--- src/hdl/otss_pkg.sv ---
`default_nettype none
package otss_pkg;

  // ************************************************************
  // Parameter word addresses
  // ************************************************************
  localparam logic [15:0] ADDR_INPUT_ONE_FAULT_ROUTE  = 16'h0408;
  localparam logic [15:0] ADDR_INPUT_TWO_FAULT_ROUTE  = 16'h0409;
  localparam logic [15:0] ADDR_DIGITAL_OUTPUT_STATE   = 16'h0410;
  localparam logic [15:0] ADDR_ANALOG_OUTPUT_PERCENT  = 16'h0413;
  localparam logic [15:0] ADDR_HOURS_LIMIT_ROUTE      = 16'h041f;
  localparam logic [15:0] ADDR_CYCLES_LIMIT_ROUTE     = 16'h0420;

  // ************************************************************
  // Reset values and encodings
  // ************************************************************
  localparam logic [15:0] ROUTE_RESET     = 16'h0000;
  localparam logic [15:0] ROUTE_ACTIVE    = 16'h0001;
  localparam logic [15:0] ROUTE_INACTIVE  = 16'h0000;
  localparam logic [15:0] RDATA_UNMAPPED  = 16'h0000;
  localparam int          SRC_COUNT       = 4;
  localparam int          SYNC_STAGES     = 3;

endpackage
`default_nettype wire

--- src/hdl/otss_sync.sv ---
`default_nettype none
module otss_sync
  import otss_pkg::*;
#(
  parameter int WIDTH = SRC_COUNT
) (
  // Clock and reset
  input  wire logic             clk,
  input  wire logic             arst_n,
  // Asynchronous levels in, filtered levels out
  input  wire logic [WIDTH-1:0] async_in,
  output logic      [WIDTH-1:0] sync_out
);

  typedef struct packed {
    logic [WIDTH-1:0] s1;
    logic [WIDTH-1:0] s2;
    logic [WIDTH-1:0] s3;
    logic [WIDTH-1:0] level;
  } otss_sync_s;

  otss_sync_s st_q;
  otss_sync_s st_d;

  // ************************************************************
  // Three stages; a change counts once stages two and three agree
  // ************************************************************
  always_comb begin
    st_d    = st_q;
    st_d.s1 = async_in;
    st_d.s2 = st_q.s1;
    st_d.s3 = st_q.s2;
    for (int i = 0; i < WIDTH; i++) begin
      if (st_q.s2[i] == st_q.s3[i]) begin
        st_d.level[i] = st_q.s3[i];
      end
    end
  end

  always_ff @(posedge clk or negedge arst_n) begin
    if (!arst_n) begin
      st_q <= '0;
    end else begin
      st_q <= st_d;
    end
  end

  assign sync_out = st_q.level;

endmodule
`default_nettype wire

--- src/hdl/otss_regs.sv ---
// Operation
// - Input one fault enable drives output
// - Input two fault enable drives output
// - Hours limit enable activates output
// - Cycles limit enable activates output
// - Read-only digital output state, 0/1
// - Read-only analog output percent value
`default_nettype none
module otss_regs
  import otss_pkg::*;
#(
  parameter int DATA_W = 16
) (
  // Clock and reset
  input  wire logic              clk,
  input  wire logic              arst_n,
  // Parameter word access from the fieldbus engine
  input  wire logic              reg_wr,
  input  wire logic              reg_rd,
  input  wire logic [15:0]       reg_addr,
  input  wire logic [DATA_W-1:0] reg_wdata,
  output logic      [DATA_W-1:0] reg_rdata,
  output logic                   reg_rvalid,
  output logic                   reg_err,
  // Event sources from other parts of the controller
  input  wire logic              analog_input_one_fault,
  input  wire logic              analog_input_two_fault,
  input  wire logic              hours_limit_reached,
  input  wire logic              cycles_limit_reached,
  // Analog output level, percent of full scale
  input  wire logic [DATA_W-1:0] analog_output_level,
  // Digital output drive
  output logic                   digital_output_on
);

  // ************************************************************
  // State, registered as one record
  // ************************************************************
  typedef struct packed {
    // Route words are stored as written and decoded on use
    logic [SRC_COUNT-1:0][DATA_W-1:0] route;
    logic                             out_on;
    logic [DATA_W-1:0]                analog_pct;
    logic [DATA_W-1:0]                rdata;
    logic                             rvalid;
    logic                             err;
  } otss_regs_s;

  otss_regs_s st_q;
  otss_regs_s st_d;

  // ************************************************************
  // Route word per source, in event vector order
  // ************************************************************
  localparam logic [15:0] ROUTE_ADDR [SRC_COUNT] = '{
    ADDR_INPUT_ONE_FAULT_ROUTE,
    ADDR_INPUT_TWO_FAULT_ROUTE,
    ADDR_HOURS_LIMIT_ROUTE,
    ADDR_CYCLES_LIMIT_ROUTE
  };

  // ************************************************************
  // Internal signals
  // ************************************************************
  // Event path
  logic [SRC_COUNT-1:0] ev_raw;
  logic [SRC_COUNT-1:0] ev_sync;
  logic [SRC_COUNT-1:0] ev_enable;
  logic [SRC_COUNT-1:0] ev_fire;
  // Bus decode
  logic [SRC_COUNT-1:0] route_hit;
  logic [SRC_COUNT-1:0] route_wr;
  logic                 wr_take;
  logic                 rd_take;
  logic                 state_hit;
  logic                 level_hit;
  logic                 mapped;
  logic                 wr_refused;
  logic [DATA_W-1:0]    rd_mux;

  // ************************************************************
  // Route word decode
  // ************************************************************
  // Only the value 1 enables; any other stored value acts as 0
  function automatic logic route_active(input logic [DATA_W-1:0] word);
    return (word == DATA_W'(ROUTE_ACTIVE));
  endfunction

  // ************************************************************
  // Event inputs
  // ************************************************************
  // Sources may come from slower logic; the filter costs a few
  // cycles of delay but keeps a short glitch off the output
  assign ev_raw = {cycles_limit_reached, hours_limit_reached,
                   analog_input_two_fault, analog_input_one_fault};

  otss_sync #(
    .WIDTH (SRC_COUNT)
  ) u_sync (
    .clk      (clk),
    .arst_n   (arst_n),
    .async_in (ev_raw),
    .sync_out (ev_sync)
  );

  // ************************************************************
  // Bus decode
  // ************************************************************
  // A write wins over a read presented on the same edge
  assign wr_take = reg_wr;
  assign rd_take = reg_rd && !reg_wr;

  always_comb begin
    state_hit = 1'b0;
    level_hit = 1'b0;
    mapped    = 1'b0;
    case (reg_addr)
      ADDR_DIGITAL_OUTPUT_STATE: begin
        state_hit = 1'b1;
        mapped    = 1'b1;
      end
      ADDR_ANALOG_OUTPUT_PERCENT: begin
        level_hit = 1'b1;
        mapped    = 1'b1;
      end
      ADDR_INPUT_ONE_FAULT_ROUTE,
      ADDR_INPUT_TWO_FAULT_ROUTE,
      ADDR_HOURS_LIMIT_ROUTE,
      ADDR_CYCLES_LIMIT_ROUTE: begin
        mapped = 1'b1;
      end
      default: begin
        mapped = 1'b0;
      end
    endcase
  end

  // Read-only and unmapped words refuse writes and keep their value
  assign wr_refused = wr_take && !(|route_hit);

  // ************************************************************
  // Per-source decode and enable
  // ************************************************************
  for (genvar g = 0; g < SRC_COUNT; g++) begin : g_src
    assign route_hit[g] = (reg_addr == ROUTE_ADDR[g]);
    assign route_wr[g]  = wr_take && route_hit[g];
    assign ev_enable[g] = route_active(st_q.route[g]);
    assign ev_fire[g]   = ev_sync[g] && ev_enable[g];
  end

  // ************************************************************
  // Read data select
  // ************************************************************
  always_comb begin
    rd_mux = DATA_W'(RDATA_UNMAPPED);
    for (int i = 0; i < SRC_COUNT; i++) begin
      if (route_hit[i]) begin
        rd_mux = st_q.route[i];
      end
    end
    if (state_hit) begin
      rd_mux = {{(DATA_W-1){1'b0}}, st_q.out_on};
    end
    if (level_hit) begin
      rd_mux = st_q.analog_pct;
    end
  end

  // ************************************************************
  // Next state
  // ************************************************************
  always_comb begin
    st_d            = st_q;
    st_d.rvalid     = 1'b0;
    st_d.err        = 1'b0;
    // Any one enabled and active source switches the output on
    st_d.out_on     = |ev_fire;
    // Registered so that a read sees the level of one cycle before
    st_d.analog_pct = analog_output_level;
    for (int i = 0; i < SRC_COUNT; i++) begin
      if (route_wr[i]) begin
        st_d.route[i] = reg_wdata;
      end
    end
    case ({wr_take, rd_take})
      2'b10: begin
        st_d.err = wr_refused;
      end
      2'b01: begin
        st_d.rvalid = 1'b1;
        st_d.err    = !mapped;
        st_d.rdata  = rd_mux;
      end
      default: begin
        // No access; answer pulses fall after one cycle
        st_d.rvalid = 1'b0;
      end
    endcase
  end

  // ************************************************************
  // Registers
  // ************************************************************
  // Routes leave reset not active, so nothing drives the output
  always_ff @(posedge clk or negedge arst_n) begin
    if (!arst_n) begin
      st_q       <= '0;
      st_q.route <= {SRC_COUNT{DATA_W'(ROUTE_RESET)}};
    end else begin
      st_q <= st_d;
    end
  end

  // ************************************************************
  // Outputs
  // ************************************************************
  // Read data holds until the next read
  assign reg_rdata         = st_q.rdata;
  assign reg_rvalid        = st_q.rvalid;
  assign reg_err           = st_q.err;
  assign digital_output_on = st_q.out_on;

endmodule
`default_nettype wire

--- config.mk ---
export PLATFORM = sky130hd
export DESIGN_NAME = otss_regs
export DESIGN_NICKNAME = d
export VERILOG_FILES = /design/src/hdl/otss_pkg.sv /design/src/hdl/otss_sync.sv /design/src/hdl/otss_regs.sv
export SDC_FILE = /design/constraint.sdc
export NUM_CORES = 1
export LEC_CHECK = 0
export BUFFER_PORTS_ARGS = -buffer_cell sky130_fd_sc_hd__buf_2
export CORE_ASPECT_RATIO = 1.5
export CORE_MARGIN = 2
export CORE_UTILIZATION = 29
export CTS_BUF_LIST = sky130_fd_sc_hd__clkbuf_8
export CTS_CLUSTER_SIZE = 8
export DETAILED_ROUTE_END_ITERATION = 8
export SLEW_MARGIN = 0
export SYNTH_ARGS = -nofsm -noshare
export SYNTH_HDL_FRONTEND = slang
export SYNTH_SLANG_ARGS = --single-unit
--- constraint.sdc ---
create_clock -name clk -period 1.9 [get_ports clk]
set_input_delay 0.095 -clock clk [delete_from_list [all_inputs] [get_ports clk]]
set_output_delay 0.095 -clock clk [all_outputs]
set_load 0.03 [all_outputs]
==> results of run 1 <==
==> kinds of logic after synthesis <==
logic type               share of synthesized area (%)
flip-flops                                       57.96
AND/OR/NAND/NOR                                  9.148
adder cells (fa/ha/maj)                         0.8065
buffers and inverters                            5.040
AO/OA/AOI/OAI                                    10.69
multiplexers                                     16.18
XOR/XNOR                                        0.1764
==> sequential cells by signal, indices dropped and copies added (netlist names) <==
signal             flops
digital_output_on      1
u_sync.sync_out        4
reg_rdata             16
st_q                  80
reg_rvalid             1
reg_err                1
u_sync.st_d            8
u_sync.st_q            4
==> power by group through the flow <==
stage          clock network [mW]  logic [mW]  registers, mW
2_1_floorplan                   0      0.0922           2.56
3_3_place_gp                    0       0.285           2.56
3_5_place_dp                    0       0.290           2.56
4_1_cts                      2.13       0.352           2.52
5_1_grt                      2.24       0.379           2.52
6_report                     2.08       0.346           2.52
==> per-layer routing <==
| layer | up-vias | part of all wire [%] |
|---|---|---|
| met2 | 85 | 55 |
| met1 | 1757 | 39 |
| met5 | - | 0 |
| met4 | 0 | 2.2 |
| li1 | 1620 | - |
| met3 | 22 | 4.2 |
==> worst min path at each step <==
stage          startpoint                 to  cells past startpoint
3_5_place_dp       arst_n    u_sync.st_d[10]                      1
5_1_grt            reg_wr            reg_err                      3
4_1_cts            reg_wr            reg_err                      3
6_report           reg_wr            reg_err                      3
3_3_place_gp       arst_n    u_sync.st_d[10]                      1
2_1_floorplan      arst_n  digital_output_on                      0
==> critical path: cells and delay by family <==
family                 cells  cell delay, ps
AND/OR/NAND/NOR            2            1020
AO/OA/AOI/OAI              3             520
buffers and inverters      2             420
==> area by class of cell <==
type,instances,area [um^2]
Clock buffer,17,234.0
Clock inverter,13,122.6
Fill cell,1568,10210
Inverter,5,18.77
Multi-Input combinational cell,211,1941
Sequential cell,115,2878
Tap cell,210,262.8
Timing Repair Buffer,145,1101
==> layout by cell type, fill, tap and decap left out, drive strengths merged, types with 2 or more instances in the layout <==
cell         netlist  routed
a211oi            12      12
or4                2       2
bufinv             0       2
a21oi              2       2
clkinvlp           0       4
dlygate4sd3        0      38
maj3               4       4
nor4b              8       8
mux2              68      68
a22o              11      11
nor4              17      17
o21ai             28      28
a32o               2       2
or4b               4       4
buf               26     107
o22ai              2       2
dfrtp            115     115
nand4              6       6
clkinv             0       5
nand2              6       6
and2               2       2
a22oi             14      14
a222oi             3       3
nor2              10      10
inv                5       7
clkbuf            10      17
==> stage by stage <==
stage	util [%]	setup TNS [ps]	setup slack, ps	std cells
2_1_floorplan	-	-1658	-110.8	367
3_3_place_gp	34.72	-3344	-161.6	648
3_5_place_dp	34.72	-4530	-181.8	648
4_1_cts	39.12	0	241.8	716
5_1_grt	39.12	0	188.2	716
6_report	39.12	0	226.0	716
==> timing repair <==
item,4_1_cts,5_1_grt
hold endpoints to repair,119,0
hold buffers,38,0
gates resized for setup,0,0
==> impl_summary.md, run 1 <==
Synthesis
The gate count after technology mapping is 367. The total nets after synthesis is 423. The area share of the largest cell type after synthesis is 57.96%.

The distinct cell type count of the synthesized netlist is 43. Sorting the synthesized cells by how often they occur yields dfrtp_1, mux2_2, o21ai_0. The average footprint of a synthesized cell is 13.53 um^2. The fraction of registers with async set/reset is 100.0%. The total of warnings raised by yosys is 0.

The area of the mapped netlist is 4965 um^2. The most numerous cell in the Yosys netlist is dfrtp_1. After synthesis, flip-flops and latches occupy 57.96% of the total area.

The number of storage elements in the synthesis netlist is 115. The synthesized design contains 0 enable-type register cells. Among all flip-flop cells after synthesis, the most frequent one is dfrtp_1. Of all cell types, the one taking the most synthesized area is dfrtp_1. Sorting the synthesized cells by area gives the leading types as dfrtp_1, mux2_2, mux2_4.

Global routing
The initial antenna violation count is 0. The met2 track demand over resource is 26.58%. The met3 demand-to-capacity share in global routing is 3.469%. The largest net degree at the start of global routing is 39. The total routing resource utilization after global routing is 14.43%. The first global-routing pass estimated 20290 um of wire. The number of global-route vias before repair was 3773. The layer flagged by global routing as most heavily used is met2. The global routing usage on met1 is 15.71%.

The total congestion overflow is 0.

Die
The starting density of the core is 29.62%. The number of top-level pins is 75. The floorplan row count is 58. The horizontal die dimension is 110.8 um.

After floorplanning, the core was sized to cover 16760 um^2. The die area is 18200 um^2. The y dimension of the die is 164.3 um.

Worst setup path
The arrival time of data at the critical path endpoint is 2050 ps. Tracing the worst setup path back leads to its startpoint at reg_addr[9]. The endpoint of the lowest-slack register-to-register path is digital_output_on. For this run, the slowest stage of the critical path takes 650 ps. The endpoint class of the critical path is a register. The number of cells on the worst reg-to-reg path is 5.

The critical path class is in -> reg. The origin of the critical flop-to-flop path is st_q[49]. The signal on the critical path passes through buf_2 -> or4b_4 -> nor4_4 -> buf_4 -> a211oi_1 -> o21ai_1 -> o221a_2. The endpoint of the most critical setup path is reg_rdata[0]. STA classifies the critical path startpoint as a primary input. The biggest fanout along the worst timing path is 19. The cell with the largest stage delay on the worst path is or4b_4. For flop-to-flop paths, the worst setup slack is 290 ps. The data required time of the critical path is 2280 ps.

Power
Cell internal power was estimated by the tool at 3.781 mW. Power spread over the standard cell area amounts to 753.5 nW/um^2. The register share of total power is 50.9%. The worst-case IR drop observed on VDD is 0.3929 mV. The net load switching power is 1.160 mW.

Net switching is 23.48% of the power. Per report_power, the combinational group accounts for 7.0% of the total. The share of total power dissipated in the clock network is 42.1%. For this design the static power due to leakage is 3.113 nW. The total power consumption of the routed design is 4.941 mW.

Flow run
The number of max-capacitance violations reported is 0.

Timing
The hold violation total from the final report is 0. The clock period could shrink to 1674 ps. The final setup violation count is 0. Hold timing on the final database bottoms out at a slack of 50.34 ps. The max-slew violation total from the final report is 0. The worst pin sits at a relative slew slack of 64.91%.

Across the routed clock network, the largest skew measured is 8.370 ps. After layout, the worst path uses 88.10% of the clock period. The transition time at the pin with the least slew margin is 526.3 ps. Derived from the worst setup path, the maximum achievable clock frequency is 597.4 MHz. Setup repair after global routing left no endpoint under its margin.

Place
The routability congestion estimate is 0.8378. Once placement finished, the instance area stood at 5821 um^2. The count of buffers added on input and output ports is 74. The detailed-placement wirelength estimate is 9366 um.

Detailed routing
The via count of the routed design is 3484. Wires add up to 12840 um. The remaining design rule violation count is 0. In this run, the number of DRC markers left after iteration 0 of detailed routing was 197.

For this run, the detailed router's first-pass iteration total came to 5. In the routed layout, each cell is associated on average with a via count of 4.866. The remaining antenna violation count is 0. In the final routed layout, each cell accounts on average for 17.94 um.

Clocking
The clock passes through at most 2 buffers. In this run, CTS created clock tree buffers numbering 17. The later pin in the worst-skew pair is clocked with a latency of 440 ps. Buffers added to address setup during post-CTS repair amount to 0. TritonCTS built the clock tree. The H-tree was split into 4 levels. After clock tree synthesis, the clock-pin slew on the worst setup and hold paths is 70 ps. CTS placed an instance of clkbuf_8 at the clock tree root. The count of clock tree sinks is 115.

Cells and area
Cells with a size suffix above 1 make up 42.89% of the layout. The number of diodes is 0. The total number of nets in the final design is 551. From synthesis to final layout, the design area changed by 32.08%.

The total non-filler cell area in the finished layout is 6558 um^2.

Run status
The flow ran to the end, and the final reports show no timing, DRC or antenna violations.

Min path
The type of the most critical hold path is in -> reg.
Note: power is estimated with default switching activity, not from simulation.
==> inputs of run 2 (changes only) <==
==> constraint.sdc (replaced) <==
create_clock -name clk -period 1.9 [get_ports clk]
set_input_delay 0 -clock clk [delete_from_list [all_inputs] [get_ports clk]]
set_output_delay 0 -clock clk [all_outputs]
set_load 0.03 [all_outputs]
==> run 2 against run 1 <==
  * Sequential share of layout area is 1.2 points higher
  * Count of clock-buffer cells in the layout rose by 1
  * Die area unchanged
  * Largest cell class unchanged
  * Global-route usage down 0.47 points
  * Worst setup slack gained 57 ps
  * Critical endpoint is now digital_output_on
  * Non-clock buffer count fell by 5
  * Utilization down 1.1 points
==> impl_summary.md, run 2 (synthesized netlist as in run 1, its figures left out) <==
Worst setup path
The launching element type of the critical path is a register. The critical path class is reg -> reg. For flop-to-flop paths, the worst setup slack is 280 ps. At the worst endpoint, the arrival time is 1970 ps.

The biggest fanout along the worst timing path is 3. At the worst endpoint, the required time is 2250 ps. The endpoint class of the critical path is a register.

Cells and area
The count of fill cells added during filler insertion is 1599. The library cell used most frequently in the layout, excluding fill and tap cells, is dfrtp_1. The net count of the finished layout is 546. More flip-flops sit in one register than any other, and that register is st_q.

The number of diodes is 0. Of the cells placed in the final design, the portion with a size suffix greater than 1 is 41.32%. The area growth from synthesis to layout is 28.45%. The area of the multi-input gates is 1866 um^2. Leaving out fill and tap cells, the most frequent cells in the layout are dfrtp_1, buf_2, mux2_2.

The number of flip-flops in the largest register is 80. The total non-filler cell area in the finished layout is 6377 um^2. In the final layout, flip-flops and latches occupy 2878 um^2.

Detailed routing
The detailed router put a total of 4731 um of wire on met1. The routed wire length on met2 is 6799 um. The number of optimization iterations in the first detailed-route pass is 5. In the routed layout, each cell is associated on average with a via count of 4.906. The count of nets left with antenna violations once routing finished came out at 0. The number of DRC markers after the initial detailed-route iteration is 164. Routed signal wires occupy layers up through met4.

The via count of the routed design is 3488. The total met3 wirelength after detailed routing is 566 um. In the final routed layout, each cell accounts on average for 17.23 um. The remaining design rule violation count is 0. Summed over all layers, the routed wires come to 12250 um.

Timing
After layout, the worst path uses 85.09% of the clock period. On the final layout, the worst clock skew is 8.404 ps. The max-slew violation total from the final report was 0. Static timing analysis puts the maximum clock frequency at 618.5 MHz. The transition time at the pin with the least slew margin is 614.0 ps. The hold violation total from the final report came to 0. Setup repair after global routing left no endpoint under its margin. Headroom to the max-slew limit came out at 59.07%. Setup violations remaining at the end of the flow were counted as 0.

The post-route minimum period is 1617 ps.

Die
The floorplan step defined a core boundary enclosing 16760 um^2. For this configuration, the core starts out at a cell density of 29.62%. The floorplan row count is 58. In this run the horizontal extent of the chip is 110.8 um.

The die area is 18200 um^2. For this design the top-level I/O count stands at 75. The y dimension of the die is 164.3 um.

Clocking
Counting along the longest clock path gives a buffer depth of 2. In this run the post-CTS setup repair buffer count came out at 0. CTS placed an instance of clkbuf_8 at the clock tree root. The insertion delay of the later-clocked pin in the worst-skew pair is 410 ps. The number of H-tree levels is 4. Counting every sink on the clock net gives 115. The clock input transition at the sequential cells of the worst setup and hold paths is 70 ps.

The number of clock buffers added by TritonCTS is 17. The CTS tree is built.

Place
The cell area after placement is 5623 um^2. Once detailed placement completed, the half-perimeter wirelength came to 9103 um. The port buffer count is 74. The routability congestion estimate is 0.8248.

Power
The peak ir drop on the vdd network is 0.3641 mV. Power comes to 4.810 mW. The leakage power is 3.059 nW. Power spread over the standard cell area amounts to 754.2 nW/um^2.

Global routing
The global-route wire length before repair is 19870 um. For this run, the total global-route usage over all layers was measured as 13.96%. The largest net degree at the start of global routing is 71. The initial antenna violation count is 0.

The number of global-route vias before repair is 3724. For this run the aggregate overflow at the end of global routing stands at 0.

Min path
The min-delay analysis places its worst path in the category in -> reg.

Run status
The run finished with clean final reports.

Flow run
The number of max-capacitance violations reported is 0.
[run 2: what timing repair did]
action                                  CTS  global route
resized for setup                         0             1
hold buffers                             41             0
endpoints found under the setup margin    0            14
hold endpoints to repair                201             0
[run 2: final cells by class]
cell class / instances / area share [%]
Clock buffer: 18 / 3.885
Tap cell: 210 / 4.120
Sequential cell: 115 / 45.12
Multi-Input combinational cell: 211 / 29.25
Clock inverter: 12 / 1.471
Inverter: 5 / 0.2943
Timing Repair Buffer: 140 / 15.85
[run 2: worst paths after layout]
kind	startpoint	endpoint	cells after the start
min in group asynchronous	arst_n	st_q[60]	3
setup / recovery	st_q[60]	digital_output_on	5
setup reg to reg	st_q[60]	digital_output_on	5
hold reg to reg	u_sync.st_d[8]	u_sync.st_d[4]	0
max in group asynchronous	arst_n	st_q[76]	4
hold / removal	reg_addr[6]	reg_rdata[15]	5
[run 2: through the flow]
step / cells / setup slack, ps / setup TNS (ps) / util, % / hold slack (ps)
6_report: 711 / 283.2 / 0 / 38.04 / 194.8
5_1_grt: 711 / 116.7 / 0 / 38.04 / 197.3
4_1_cts: 711 / 110.8 / 0 / 38.03 / 159.0
3_5_place_dp: 640 / -86.12 / -2241 / 33.54 / -84.61
3_3_place_gp: 640 / -47.77 / -620.3 / 33.54 / -92.51
2_1_floorplan: 367 / -16.60 / -166.0 / - / -295.6
[run 2: worst max-delay path: stages (launching register included)]
cell and delay, ps:
dfrtp_1 400, nor4b_1 440, nand4_1 190, nor4b_1 330
nor2_1 90, nand2_1 90
[run 2: power by group]
part	switching, mW	internal [mW]	leakage [nW]	total [mW]
registers	0.0203	2.50	1.52	2.52
logic	0.179	0.157	1.36	0.336
clock network	0.927	1.03	0.179	1.96
[run 2: per-layer routing]
metal | GRT usage [%] | vias up
met5 | 0 | -
met4 | 5.511 | 0
met3 | 3.469 | 10
met2 | 25.93 | 97
met1 | 15.24 | 1760
li1 | - | 1621
